<file path="src/design/lgc_pkg.sv">
// constants and types shared by the line interface global control block
`default_nettype none
package lgc_pkg;
    // register map and field positions
    localparam logic [15:0] LGC_REG_ADDR     = 16'h0fe0;
    localparam logic [7:0]  LGC_REG_RESET    = 8'h00;
    localparam int          LGC_BIT_SINGLE   = 7;
    localparam int          LGC_BIT_AUTO1    = 6;
    localparam int          LGC_BIT_RXEDGE   = 5;
    localparam int          LGC_BIT_TXEDGE   = 4;
    localparam int          LGC_BIT_POL      = 3;
    localparam int          LGC_BIT_UNUSED   = 2;
    localparam int          LGC_BIT_IRQ_EN   = 1;
    localparam int          LGC_BIT_SRST     = 0;
    // writable bits; the unused bit never stores
    localparam logic [7:0]  LGC_WR_MASK      = 8'hfb;
    // software reset hold time, strictly longer than the figure
    localparam int          LGC_CLK_PERIOD_NS = 25;
    localparam int          LGC_SRST_HOLD_NS  = 10000;
    localparam int          LGC_SRST_CYCLES   = LGC_SRST_HOLD_NS / LGC_CLK_PERIOD_NS + 1;
    // loss of signal zero run thresholds
    localparam int          LGC_LOS_ZEROS_STD = 175;
    localparam int          LGC_LOS_ZEROS_EXT = 4096;
    localparam int          LGC_LOS_CNT_W     = 13;
    // decoded control fields
    typedef struct packed {
        logic single_rail_select;
        logic auto_ones_on_signal_loss;
        logic receive_output_edge_select;
        logic transmit_sample_edge_select;
        logic data_polarity_select;
        logic global_interrupt_enable;
    } lgc_ctrl_t;
    // register contents to control fields
    function automatic lgc_ctrl_t lgc_decode(input logic [7:0] r);
        lgc_ctrl_t c;
        c.single_rail_select          = r[LGC_BIT_SINGLE];
        c.auto_ones_on_signal_loss    = r[LGC_BIT_AUTO1];
        c.receive_output_edge_select  = r[LGC_BIT_RXEDGE];
        c.transmit_sample_edge_select = r[LGC_BIT_TXEDGE];
        c.data_polarity_select        = r[LGC_BIT_POL];
        c.global_interrupt_enable     = r[LGC_BIT_IRQ_EN];
        return c;
    endfunction
endpackage
`default_nettype wire

</file>
<file path="src/design/lgc_los_det.sv">
// per-channel receive signal loss detector counting consecutive zeros
`default_nettype none
module lgc_los_det (
    // clock and reset
    input  wire logic i_clk,
    input  wire logic i_rst_b,
    input  wire logic i_soft_rst,
    // line bit stream, already synchronised
    input  wire logic i_bit_valid,
    input  wire logic i_bit,
    input  wire logic i_ext_en,
    // loss indication
    output logic      o_loss
);
    import lgc_pkg::*;

    logic [LGC_LOS_CNT_W-1:0] cnt_r;
    logic [LGC_LOS_CNT_W-1:0] cnt_nxt;
    logic                     loss_r;
    logic                     loss_nxt;
    logic [LGC_LOS_CNT_W-1:0] thr;

    // threshold and zero run counter, saturating at the threshold
    always_comb begin
        thr = i_ext_en ? LGC_LOS_CNT_W'(LGC_LOS_ZEROS_EXT)
                       : LGC_LOS_CNT_W'(LGC_LOS_ZEROS_STD);
        cnt_nxt  = cnt_r;
        loss_nxt = loss_r;
        if (i_soft_rst) begin
            cnt_nxt  = '0;
            loss_nxt = 1'b0;
        end else if (i_bit_valid) begin
            if (i_bit) begin
                cnt_nxt  = '0;
                loss_nxt = 1'b0;
            end else begin
                if (cnt_r < thr)
                    cnt_nxt = cnt_r + 1'b1;
                loss_nxt = (cnt_r + 1'b1 >= thr);
            end
        end
    end

    always_ff @(posedge i_clk or negedge i_rst_b) begin
        if (!i_rst_b) begin
            cnt_r  <= '0;
            loss_r <= 1'b0;
        end else begin
            cnt_r  <= cnt_nxt;
            loss_r <= loss_nxt;
        end
    end

    assign o_loss = loss_r;

    chk_loss_needs_zero: assert property (@(posedge i_clk) disable iff (!i_rst_b)
        (i_bit_valid && i_bit && !i_soft_rst) |=> !o_loss)
        else $error("loss held after a one was received");
    chk_loss_std_count: assert property (@(posedge i_clk) disable iff (!i_rst_b)
        ($rose(o_loss) && !i_ext_en) |-> ($past(cnt_r) == LGC_LOS_CNT_W'(LGC_LOS_ZEROS_STD - 1)))
        else $error("standard loss declared at wrong zero count");
endmodule
`default_nettype wire

</file>
<file path="src/design/lgc_top.sv">
// line interface global control register and its controlled datapath
`default_nettype none
module lgc_top #(
    parameter int N_CH = 8
) (
    // clock and reset
    input  wire logic                i_clk,
    input  wire logic                i_rst_b,
    // processor register port
    input  wire logic                i_cs,
    input  wire logic                i_wr,
    input  wire logic [15:0]         i_addr,
    input  wire logic [7:0]          i_wdata,
    output logic      [7:0]          o_rdata,
    // per-channel interrupt sources
    input  wire logic [N_CH-1:0]     i_src_status,
    input  wire logic [N_CH-1:0]     i_src_enable,
    output logic                     o_irq,
    // receive line, bit strobe from the line clock recovery
    input  wire logic [N_CH-1:0]     i_rx_line,
    input  wire logic [N_CH-1:0]     i_rx_strobe,
    input  wire logic                i_ext_loss_en,
    output logic      [N_CH-1:0]     o_receive_signal_loss,
    // bypass rails
    input  wire logic [N_CH-1:0]     i_transmit_positive_rail,
    input  wire logic [N_CH-1:0]     i_transmit_negative_rail,
    output logic      [N_CH-1:0]     o_tx_line_pos,
    output logic      [N_CH-1:0]     o_tx_line_neg,
    output logic      [N_CH-1:0]     o_receive_positive_rail,
    output logic      [N_CH-1:0]     o_receive_negative_rail,
    // control levels to the line clocking logic
    output lgc_pkg::lgc_ctrl_t       o_ctrl,
    output logic                     o_soft_reset
);
    import lgc_pkg::*;

    localparam logic [8:0] SRST_CNT = 9'(LGC_SRST_CYCLES);

    logic [7:0]       reg_r;
    logic [7:0]       reg_nxt;
    logic [8:0]       srst_cnt_r;
    logic [8:0]       srst_cnt_nxt;
    logic             srst_r;
    logic             srst_nxt;
    logic [7:0]       rdata_r;
    logic [7:0]       rdata_nxt;
    logic             irq_r;
    logic             irq_nxt;
    lgc_ctrl_t        ctrl;
    logic             hit;
    // pin synchronisers, first stage read only by the second
    logic [N_CH-1:0]  rx_s1_r;
    logic [N_CH-1:0]  rx_s2_r;
    logic [N_CH-1:0]  stb_s1_r;
    logic [N_CH-1:0]  stb_s2_r;
    logic [N_CH-1:0]  stb_s3_r;
    logic [N_CH-1:0]  tp_s1_r;
    logic [N_CH-1:0]  tp_s2_r;
    logic [N_CH-1:0]  tn_s1_r;
    logic [N_CH-1:0]  tn_s2_r;
    logic [N_CH-1:0]  los;
    logic [N_CH-1:0]  txp_nxt;
    logic [N_CH-1:0]  txn_nxt;
    logic [N_CH-1:0]  txp_r;
    logic [N_CH-1:0]  txn_r;
    logic [N_CH-1:0]  rxp_r;
    logic [N_CH-1:0]  rxn_r;
    logic [N_CH-1:0]  rxp_nxt;
    logic [N_CH-1:0]  rxn_nxt;

    assign hit  = i_cs && (i_addr == LGC_REG_ADDR);
    assign ctrl = lgc_decode(reg_r);

    // register write, reset hold timer and read data
    always_comb begin
        reg_nxt      = reg_r;
        srst_cnt_nxt = srst_cnt_r;
        srst_nxt     = 1'b0;
        rdata_nxt    = rdata_r;
        if (hit && i_wr)
            reg_nxt = i_wdata & LGC_WR_MASK;
        if (hit && !i_wr)
            rdata_nxt = reg_r;
        else if (i_cs && !i_wr)
            rdata_nxt = 8'h00; // unmapped reads answer zero
        // request counts only while bit 0 stays high; a short pulse does nothing
        if (!reg_r[LGC_BIT_SRST]) begin
            srst_cnt_nxt = '0;
        end else if (srst_cnt_r == SRST_CNT - 9'h001) begin
            srst_nxt                 = 1'b1;
            srst_cnt_nxt             = '0;
            reg_nxt[LGC_BIT_SRST]    = 1'b0; // bit returns to 0, others kept
        end else begin
            srst_cnt_nxt = srst_cnt_r + 9'h001;
        end
    end

    always_ff @(posedge i_clk or negedge i_rst_b) begin
        if (!i_rst_b) begin
            reg_r      <= LGC_REG_RESET;
            srst_cnt_r <= '0;
            srst_r     <= 1'b0;
            rdata_r    <= 8'h00;
        end else begin
            reg_r      <= reg_nxt;
            srst_cnt_r <= srst_cnt_nxt;
            srst_r     <= srst_nxt;
            rdata_r    <= rdata_nxt;
        end
    end

    // interrupt gating, registered so the pin never glitches
    always_comb begin
        irq_nxt = ctrl.global_interrupt_enable && |(i_src_status & i_src_enable);
        if (srst_r)
            irq_nxt = 1'b0;
    end

    always_ff @(posedge i_clk or negedge i_rst_b) begin
        if (!i_rst_b)
            irq_r <= 1'b0;
        else
            irq_r <= irq_nxt;
    end

    // two-flop synchronisers for the receive line, strobe and transmit rail inputs
    always_ff @(posedge i_clk or negedge i_rst_b) begin
        if (!i_rst_b) begin
            rx_s1_r  <= '0;
            rx_s2_r  <= '0;
            stb_s1_r <= '0;
            stb_s2_r <= '0;
            stb_s3_r <= '0;
            tp_s1_r  <= '0;
            tp_s2_r  <= '0;
            tn_s1_r  <= '0;
            tn_s2_r  <= '0;
        end else begin
            rx_s1_r  <= i_rx_line;
            rx_s2_r  <= rx_s1_r;
            stb_s1_r <= i_rx_strobe;
            stb_s2_r <= stb_s1_r;
            stb_s3_r <= stb_s2_r;
            tp_s1_r  <= i_transmit_positive_rail;
            tp_s2_r  <= tp_s1_r;
            tn_s1_r  <= i_transmit_negative_rail;
            tn_s2_r  <= tn_s1_r;
        end
    end

    // one detector per channel; a strobe rising edge marks one line bit
    genvar g;
    generate
        for (g = 0; g < N_CH; g++) begin : g_ch
            lgc_los_det u_los (
                .i_clk       (i_clk),
                .i_rst_b     (i_rst_b),
                .i_soft_rst  (srst_r),
                .i_bit_valid (stb_s2_r[g] && !stb_s3_r[g]),
                .i_bit       (rx_s2_r[g]),
                .i_ext_en    (i_ext_loss_en),
                .o_loss      (los[g])
            );
        end
    endgenerate

    // rail datapath: polarity, then all ones substitution on loss
    always_comb begin
        txp_nxt = tp_s2_r ^ {N_CH{ctrl.data_polarity_select}};
        txn_nxt = tn_s2_r ^ {N_CH{ctrl.data_polarity_select}};
        if (ctrl.auto_ones_on_signal_loss) begin
            txp_nxt = txp_nxt | los;
            txn_nxt = txn_nxt | los;
        end
        // single rail carries data on the positive rail only
        if (ctrl.single_rail_select)
            txn_nxt = '0;
        rxp_nxt = rx_s2_r ^ {N_CH{ctrl.data_polarity_select}};
        rxn_nxt = ctrl.single_rail_select ? '0
                                          : ~rx_s2_r ^ {N_CH{ctrl.data_polarity_select}};
        if (srst_r) begin
            txp_nxt = '0;
            txn_nxt = '0;
            rxp_nxt = '0;
            rxn_nxt = '0;
        end
    end

    always_ff @(posedge i_clk or negedge i_rst_b) begin
        if (!i_rst_b) begin
            txp_r <= '0;
            txn_r <= '0;
            rxp_r <= '0;
            rxn_r <= '0;
        end else begin
            txp_r <= txp_nxt;
            txn_r <= txn_nxt;
            rxp_r <= rxp_nxt;
            rxn_r <= rxn_nxt;
        end
    end

    // edge selects leave as levels; line clock logic applies them
    assign o_ctrl                  = ctrl;
    assign o_rdata                 = rdata_r;
    assign o_irq                   = irq_r;
    assign o_soft_reset            = srst_r;
    assign o_receive_signal_loss   = los;
    assign o_tx_line_pos           = txp_r;
    assign o_tx_line_neg           = txn_r;
    assign o_receive_positive_rail = rxp_r;
    assign o_receive_negative_rail = rxn_r;

    chk_irq_gen_off: assert property (@(posedge i_clk) disable iff (!i_rst_b)
        !$past(ctrl.global_interrupt_enable) |-> !o_irq)
        else $error("interrupt with global enable clear");
    chk_irq_needs_src: assert property (@(posedge i_clk) disable iff (!i_rst_b)
        o_irq |-> $past(|(i_src_status & i_src_enable)))
        else $error("interrupt without an enabled source");
    chk_irq_or_and: assert property (@(posedge i_clk) disable iff (!i_rst_b)
        (ctrl.global_interrupt_enable && |(i_src_status & i_src_enable) && !srst_r)
            |=> o_irq)
        else $error("enabled source did not raise interrupt");
    chk_unused_bit: assert property (@(posedge i_clk) disable iff (!i_rst_b)
        reg_r[LGC_BIT_UNUSED] == 1'b0)
        else $error("unused bit stored a value");
    chk_srst_hold: assert property (@(posedge i_clk) disable iff (!i_rst_b)
        $rose(o_soft_reset) |-> $past(srst_cnt_r) == SRST_CNT - 9'h001)
        else $error("software reset before hold time");
    chk_srst_keeps_reg: assert property (@(posedge i_clk) disable iff (!i_rst_b)
        (o_soft_reset && !$past(hit && i_wr)) |-> reg_r[7:1] == $past(reg_r[7:1]))
        else $error("software reset changed register bits");
    chk_auto_ones: assert property (@(posedge i_clk) disable iff (!i_rst_b)
        (ctrl.auto_ones_on_signal_loss && los[0] && !srst_r) |=> o_tx_line_pos[0])
        else $error("no all ones during signal loss");
    chk_polarity: assert property (@(posedge i_clk) disable iff (!i_rst_b)
        (!srst_r) |=> o_receive_positive_rail == ($past(rx_s2_r)
            ^ {N_CH{$past(ctrl.data_polarity_select)}}))
        else $error("receive polarity wrong");
    chk_single_rail: assert property (@(posedge i_clk) disable iff (!i_rst_b)
        ctrl.single_rail_select |=> o_tx_line_neg == '0)
        else $error("negative rail driven in single rail");
endmodule
`default_nettype wire

</file>
<file path="config.mk">
export PLATFORM = sky130hd
export DESIGN_NAME = lgc_top
export DESIGN_NICKNAME = d
export VERILOG_FILES = /design/src/design/lgc_pkg.sv /design/src/design/lgc_los_det.sv /design/src/design/lgc_top.sv
export SDC_FILE = /design/constraint.sdc
export NUM_CORES = 1
export LEC_CHECK = 0
export ABC_AREA = 1
export BUFFER_PORTS_ARGS = -buffer_cell sky130_fd_sc_hd__buf_2
export CAP_MARGIN = 10
export CORE_MARGIN = 2
export CORE_UTILIZATION = 58
export DETAILED_ROUTE_END_ITERATION = 7
export HOLD_SLACK_MARGIN = 0.15
export PLACE_DENSITY = 0.85
export REMOVE_ABC_BUFFERS = 1
export SYNTH_ARGS = -nofsm -noshare
export SYNTH_HDL_FRONTEND = slang
export SYNTH_SLANG_ARGS = --single-unit
</file>
<file path="constraint.sdc">
create_clock -name i_clk -period 2.9 [get_ports i_clk]
set_clock_uncertainty 0.2 [all_clocks]
set_input_delay 0 -clock i_clk [delete_from_list [all_inputs] [get_ports i_clk]]
set_output_delay 0 -clock i_clk [all_outputs]
set_load 0.005 [all_outputs]
</file>
==> summary.txt, run 1 <==
Run status
  – Status: finished clean

Timing
  – FMAX: 368 MHz
  – Slew headroom: 0.198
  – Total negative slack: 0 ns
  – RSZ-0062 raised after global routing: true
  – Final setup fails: 0
  – Slew Viols, Final: 0
  – Worst-Margin Slew: 1.19 ns
  – Fin crit share: 0.936
  – Final min period: 2.72 ns
  – Hold Vio Cnt, Final: 0

Finish
  – Area grow syn2layout: 19.7%
  – Commonest non-fill, non-tap cell in the layout: nand2_1
  – Layout cells sized above 1: 0.116
  – Most frequent cells in the layout: nand2_1 (607), nor2_1 (250), inv_1 (246), dfrtp_1 (241), nand3_1 (181)
  – Number of fill cells: 1,955
  – Final nets: 2,483

Clock network
  – Num CTS Buffers: 27
  – Clock Tree Buf Depth: 3
  – Clk Latency, worst-skew pair: 0.54 ns
  – Worst-path clk slew: 0.06 ns
  – Root Buffer: clkbuf_16
  – Clock sink total: 241
  – # H-tree levels: 1
  – Clock tree from TritonCTS: yes

Floorplan
  – Die Wd: 166 um
  – Initial Util: 0.587
  – Die area: 0.0275 mm^2
  – Core Footprint: 0.0258 mm^2
  – Die Ht: 166 um
  – I/O Pins: 133
  – Rows: 59

Synth
  – Adder-cell share of the synthesized area: 0.101
  – Largest family of logic cells by synthesized area: simple AND/OR/NAND/NOR gates
  – Xor and xnor area share after synthesis: 0.0242
  – FFs w/ async S/R, synth: 1.00
  – Synth warn: 0
  – Post-synth cell types: 41
  – Seq/Total Area, Yosys: 0.397
  – EDFF count, synth: 0
  – Synth Area in Simple Gates: 0.338
  – Ys flop type: dfrtp_1
  – Mapped Area: 0.0152 mm^2
  – Avg Cell Area, Syn: 7.40 um^2
  – Mapped Cells: 2,050
  – Complex-gate fraction of the synthesized area: 0.0536
  – Multiplexer share of the synthesized area: 0.00445
  – Seq cells post-synth: 241

GRT
  – GRT Total Usage: 0.297
  – Vias in the first global route: 14,400
  – Total global routing overflow: 0
  – Initial antenna violation count: 2
  – Pin count of the biggest net entering global routing: 91
  – First-pass GRT wire length: 68,400 um

Worst setup path
  – R2r startpoint: o_soft_reset
  – Worst Setup Start Kind: flop
  – Critical path endpoint category: flop
  – Worst EP required: 3.11 ns
  – Setup CP Type: reg2reg
  – Critical Path Fanout Max: 15
  – Critical Path AT: 2.92 ns
  – CP startpoint: o_soft_reset

Pwr
  – Part of the power in combinational logic: 0.140
  – P_leak: 9.90 nW
  – Total power draw: 8.04 mW
  – Pint: 5.89 mW
  – PD cells: 442 mW/mm^2
  – P_sw: 2.15 mW
  – Clock share of power: 0.404
  – Worst ir drop on vdd: 0.000440 V
  – Sequential share of power: 0.456
  – Sw Ratio: 0.267

Routing
  – Met1 wire length: 16,500 um
  – Uppermost layer routed: met4
  – DRT antenna net count: 0
  – DRC Markers: 0
  – Routed wl met3: 2610 um
  – Drt initial violations: 1,059
  – Via Count: 14,500
  – Drt wl/cell: 15.6 um
  – WL met2: 19,900 um
  – DR pass1 iterations: 6
  – Total Wirelength: 41,000 um
  – Avg Vias per Cell: 5.49

Min path
  – Hold Startpoint: tp_s1_r[3]
  – Worst Hold Class: reg2reg

Place
  – Dpl hpwl: 26,700 um
  – IO buf count: 130
  – Placer Congestion: 0.932

Job
  – Max-Cap Viols: 0
==> critical path, stage by stage (launching register included) <==
cell	delay, ns
dfrtp_1	0.41
inv_1	0.34
o21ai_1	0.74
nand2_1	0.62
nand2_1	0.20
nand2_1	0.07
==> worst paths after layout <==
| kind | endpoint | cells after the start | slack (ns) |
|---|---|---|---|
| setup / recovery | g_ch[5].u_los.cnt_r[3] | 5 | 0.18 |
| hold / removal | tp_s2_r[3] | 0 | 0.15 |
| setup reg to reg | g_ch[5].u_los.cnt_r[3] | 5 | 0.18 |
| hold reg to reg | tp_s2_r[3] | 0 | 0.15 |
| max in group asynchronous | g_ch[1].u_los.cnt_r[6] | 4 | 1.62 |
| min in group asynchronous | g_ch[3].u_los.cnt_r[10] | 4 | 0.43 |
==> cells in the mapped netlist (9+ instances only) <==
library cell,count,share of area
inv_1,246,0.061
o21bai_1,12,0.0059
nand2_1,611,0.15
o21ai_1,11,0.0036
xor2_1,37,0.021
buf_4,24,0.012
ha_1,122,0.10
buf_2,9,0.0030
nor2_1,250,0.062
nand3_1,183,0.060
o21ai_0,47,0.016
nand4_1,21,0.0087
nor3_1,26,0.0086
a21oi_1,64,0.021
nand3b_1,24,0.012
nor4_1,11,0.0045
nor2_2,15,0.0062
dfrtp_1,241,0.40
clkbuf_1,19,0.0047
nand2_2,16,0.0066
==> what timing repair did <==
action / in CTS / in global routing
endpoints found under the hold margin: 296 / 0
setup buffers: 0 / 5
hold buffers: 108 / 0
resized for setup: 0 / 14
endpoints found under the setup margin: 0 / 38
==> kinds of logic after synthesis <==
kind of cell,after synthesis
xor+xnor,42
flops,241
compound gates,149
simple gates,1187
other cells,1
buf+inv,302
mux,6
fa+ha+maj,122
==> metrics by stage <==
stage	utilization	worst slack, ns	instances	hold slack (ns)	area (um^2)
after floorplan	-	0.466	1995	-0.496	14900
after global placement	0.625	0.287	2477	-0.195	16100
after detailed placement	0.625	0.228	2477	-0.189	16100
after CTS	0.699	0.172	2630	0.150	18100
after global routing	0.703	-0.0667	2637	0.158	18200
final	0.703	0.184	2637	0.147	18200
==> area by class of cell <==
class	instances	area (um^2)	share of cell area
clock buffer	37	753	0.0415
timing repair buffer	260	1990	0.110
sequential	241	6030	0.332
multi-input combinational	1507	7970	0.438
antenna	2	5.00	0.000276
tap	335	419	0.0231
inverter	247	927	0.0510
clock inverter	8	75.1	0.00413
==> power groups by stage <==
stage	combinational, mW	clock [mW]	sequential, mW
after detailed placement	0.968	0	3.72
after floorplan	0.591	0	3.69
after global placement	0.911	0	3.71
after global routing	1.27	3.44	3.68
final	1.12	3.25	3.66
after CTS	1.08	3.28	3.66
==> routing by layer <==
layer,global-route usage,vias to the layer above
met5,0,-
met4,0.143,0
met3,0.0415,155
met2,0.513,542
met1,0.369,6791
li1,-,6996
==> sequential cells by signal, summed over array words and instances, names as in the netlist, 7 cells and up <==
| name | count |
|---|---|
| tn_s2_r | 8 |
| tn_s1_r | 8 |
| stb_s3_r | 8 |
| srst_cnt_r | 9 |
| rx_s2_r | 8 |
| tp_s1_r | 8 |
| o_receive_negative_rail | 8 |
| o_rdata | 7 |
| stb_s2_r | 8 |
| o_tx_line_pos | 8 |
| o_receive_positive_rail | 8 |
| rx_s1_r | 8 |
| g_ch.u_los.cnt_r | 104 |
| reg_r | 7 |
| o_tx_line_neg | 8 |
| stb_s1_r | 8 |
| tp_s2_r | 8 |
| g_ch.u_los.o_loss | 8 |
No activity file was read; power rests on OpenSTA's default activity.
==> run 2: changes to the inputs <==
Settings changed: SYNTH_HIERARCHICAL from default to 1.
==> run 2 against run 1 <==
Critical path depth grew 8. Power grew 5.3%. Worst hold slack lost 0.0017 ns. The flow now finishes with violations (design-rule violations). Clock-buffer cell count shrank 3. Die area grew 1.9%. Critical path type is now in2reg. First-iteration DRC count shrank 9.5%.
==> summary.txt, run 2 <==
Run status
  – Status: complete, but fails checks
  – Failing checks: design-rule violations

Routing
  – DRC Markers: 7 (+7)
  – Drt wl/cell: 15.1 um (-2.7%)
  – Via Count: 13,600 (-5.8%)
  – Total Wirelength: 38,200 um (-7.0%)
  – Avg Vias per Cell: 5.41 (-1.5%)
  – DR pass1 iterations: 8 (+2)
  – Drt initial violations: 958 (-9.5%)
  – DRT antenna net count: 0 (unchanged)

GRT
  – Met3 Use GR: 0.0468 (+0.00533)
  – Initial antenna violation count: 0 (-2)
  – First-pass GRT wire length: 63,900 um (-6.6%)
  – GRT Total Usage: 0.277 (-0.0207)
  – Global-route met1 utilization: 0.331 (-0.0379)
  – Total global routing overflow: 0 (unchanged)
  – Pin count of the biggest net entering global routing: 91 (unchanged)
  – Grt met2 use: 0.487 (-0.0262)
  – GRT Max-Usage Layer: met2
  – Vias in the first global route: 13,800 (-3.7%)

Synth
  – Mapped Area: 0.0155 mm^2 (+2.0%)
  – EDFF count, synth: 0 (unchanged)
  – Post-synth top cells: nand2_1 (511), dfrtp_1 (241), inv_1 (223), nor2_1 (205), nand3_1 (165)
  – Ys flop type: dfrtp_1
  – Top cells by area, synth: dfrtp_1 (39%), nand2_1 (12%), ha_1 (9.9%)
  – Post-synth cell types: 40 (-2.4%)
  – Mapped Cells: 1,934 (-5.7%)
  – Seq cells post-synth: 241 (unchanged)
  – Seq/Total Area, Yosys: 0.390 (-0.00768)
  – FFs w/ async S/R, synth: 1.00 (unchanged)
  – Avg Cell Area, Syn: 8.00 um^2 (+8.1%)
  – Cell taking the most area after synthesis: dfrtp_1
  – Most numerous cell in the Yosys netlist: nand2_1
  – Synth warn: 6 (+6)
  – Proportion of netlist area held by the largest area contributor: 0.390 (-0.00768)

Finish
  – Commonest non-fill, non-tap cell in the layout: nand2_1
  – Final nets: 2,369 (-4.6%)
  – Area grow syn2layout: 17.9%
  – Number of fill cells: 1,967 (+0.61%)
  – Antenna diodes: 0 (-2)
  – Max reg flops: 104 (unchanged)
  – Top reg by flops: g_ch.u_los/cnt_r
  – Final core occ: 0.698 (-0.00488)
  – Top flop regs: g_ch.u_los/cnt_r x104, srst_cnt_r x9
  – Most frequent cells in the layout: nand2_1 (511), dfrtp_1 (241), inv_1 (223), nor2_1 (205), nand3_1 (165)
  – Layout cells sized above 1: 0.191 (+0.0754)

Worst setup path
  – Worst EP required: 3.12 ns (about the same)
  – Critical Path AT: 2.78 ns (-0.14 ns)
  – Worst Setup Start Kind: primary input
  – R2R Setup Slk: 0.35 ns (+0.17 ns)
  – Setup CP Type: in2reg
  – CP startpoint: i_ext_loss_en
  – Critical path endpoint category: flop
  – Critical Path Fanout Max: 54 (+39)
  – R2r startpoint: g_ch[0].u_los/cnt_r[0]

Floorplan
  – Rows: 59 (unchanged)
  – Initial Util: 0.592 (+0.00481)
  – Die Ht: 167 um (+0.96%)
  – Die Wd: 167 um (+0.96%)
  – Core Footprint: 0.0261 mm^2 (+1.1%)
  – I/O Pins: 133 (unchanged)
  – Die area: 0.0280 mm^2 (+1.9%)

Pwr
  – P_leak: 9.42 nW (-4.8%)
  – Total power draw: 8.46 mW (+5.3%)
  – PD cells: 464 mW/mm^2 (+4.9%)
  – Worst ir drop on vdd: 0.000338 V (-23%)

Timing
  – Fin crit share: 0.884 (-0.0525)
  – Slew Viols, Final: 0 (unchanged)
  – Final min period: 2.56 ns (-0.152 ns)
  – RSZ-0062 raised after global routing: false
  – FMAX: 390 MHz (+5.9%)
  – Total negative slack: 0 ns (unchanged)
  – Final setup fails: 0 (unchanged)
  – Slew headroom: 0.466 (+0.268)
  – Worst-Margin Slew: 0.801 ns (-0.394 ns)
  – Hold Vio Cnt, Final: 0 (unchanged)

Clock network
  – Clock tree from TritonCTS: yes
  – Num CTS Buffers: 27 (unchanged)
  – Clock Tree Buf Depth: 3 (unchanged)
  – Worst-path clk slew: 0.06 ns (about the same)
  – Clock sink total: 241 (unchanged)
  – Clk Latency, worst-skew pair: 0.54 ns (about the same)
  – Root Buffer: clkbuf_16
  – # H-tree levels: 1 (unchanged)

Place
  – IO buf count: 130 (unchanged)
  – Dpl hpwl: 25,500 um (-4.5%)
  – Placer Congestion: 0.909 (-2.4%)

Job
  – Max-Cap Viols: 0 (unchanged)

Min path
  – Hold Startpoint: tp_s1_r[6]
  – Worst Hold Class: reg2reg
-- run 2: cell types whose count changed after synthesis, sizes merged, moves of 9 or more --
cell | before | now
a21oi | 65 | 32
clkbuf | 21 | 8
inv | 247 | 235
nand2 | 627 | 569
nand3b | 24 | 3
nor2 | 273 | 237
nor4 | 12 | 1
o21ai | 59 | 136
xnor2 | 5 | 14
xor2 | 37 | 48
-- run 2: worst max-delay path, stage by stage --
cell	delay, ns
dlygate4sd3_1	0.54
buf_4	0.29
buf_12	0.33
inv_1	0.21
ha_1	0.37
a21oi_1	0.13
o21ai_0	0.12
nor2_2	0.19
nand2_2	0.08
nand2_2	0.08
nand2_4	0.20
nand2_1	0.14
o21ai_2	0.06
-- run 2: worst paths after layout --
| check | depth (start not counted) | to |
|---|---|---|
| hold / removal | 0 | tp_s2_r[6] |
| max in group asynchronous | 4 | o_rdata[1] |
| min in group asynchronous | 3 | g_ch[1].u_los/cnt_r[10] |
| setup reg to reg | 13 | g_ch[0].u_los/o_loss |
| setup / recovery | 13 | g_ch[1].u_los/cnt_r[8] |
| hold reg to reg | 0 | tp_s2_r[6] |
-- run 2: stage by stage --
stage               instances  cell area, um^2  setup slack, ns  hold slack, ns
floorplan                1890            15000            0.705          -0.496
global placement         2375            16300            0.464          -0.129
detailed placement       2375            16300            0.405          -0.127
CTS                      2523            18200            0.379           0.150
global route             2523            18200            0.136           0.154
finish                   2523            18200            0.337           0.146
-- run 2: report_power, final --
part           leakage [nW]  internal, mW  switching [mW]
Clock                 0.459          2.24            1.38
Sequential             3.09          3.52           0.155
Combinational          5.87         0.488           0.681
Total                  9.42          6.25            2.22
-- run 2: cell type report --
cell class                      instances  area (um^2)  area share
Clock buffer                           34          742      0.0407
Multi-Input combinational cell       1410         8100       0.444
Tap cell                              335          419      0.0230
Timing Repair Buffer                  251         1860       0.102
Inverter                              239          897      0.0492
Sequential cell                       241         6030       0.331
Clock inverter                         13          195      0.0107
-- run 2: cell families (layout without fill, tap and decap cells) --
family | Yosys count | count (layout) | synth area share
simple gates | 1050 | 1050 | 0.311
buf+inv | 283 | 537 | 0.0868
fa+ha+maj | 122 | 122 | 0.0986
xor+xnor | 62 | 62 | 0.0351
compound gates | 175 | 175 | 0.0788
flops | 241 | 241 | 0.390
other cells | 1 | 1 | 0.000242
-- run 2: metal layers --
metal,wire length (um),up-vias
li1,-,6633
met1,15400,6393
met2,18700,472
met3,2320,149
met4,1740,0
met5,0,-
-- run 2: what timing repair did --
| item | in CTS | in global routing |
|---|---|---|
| hold endpoints to repair | 299 | 0 |
| hold buffers | 101 | 0 |
| gates resized for setup | 0 | 0 |
| buffers inserted | 0 | 0 |
| setup endpoints to repair | 0 | 0 |
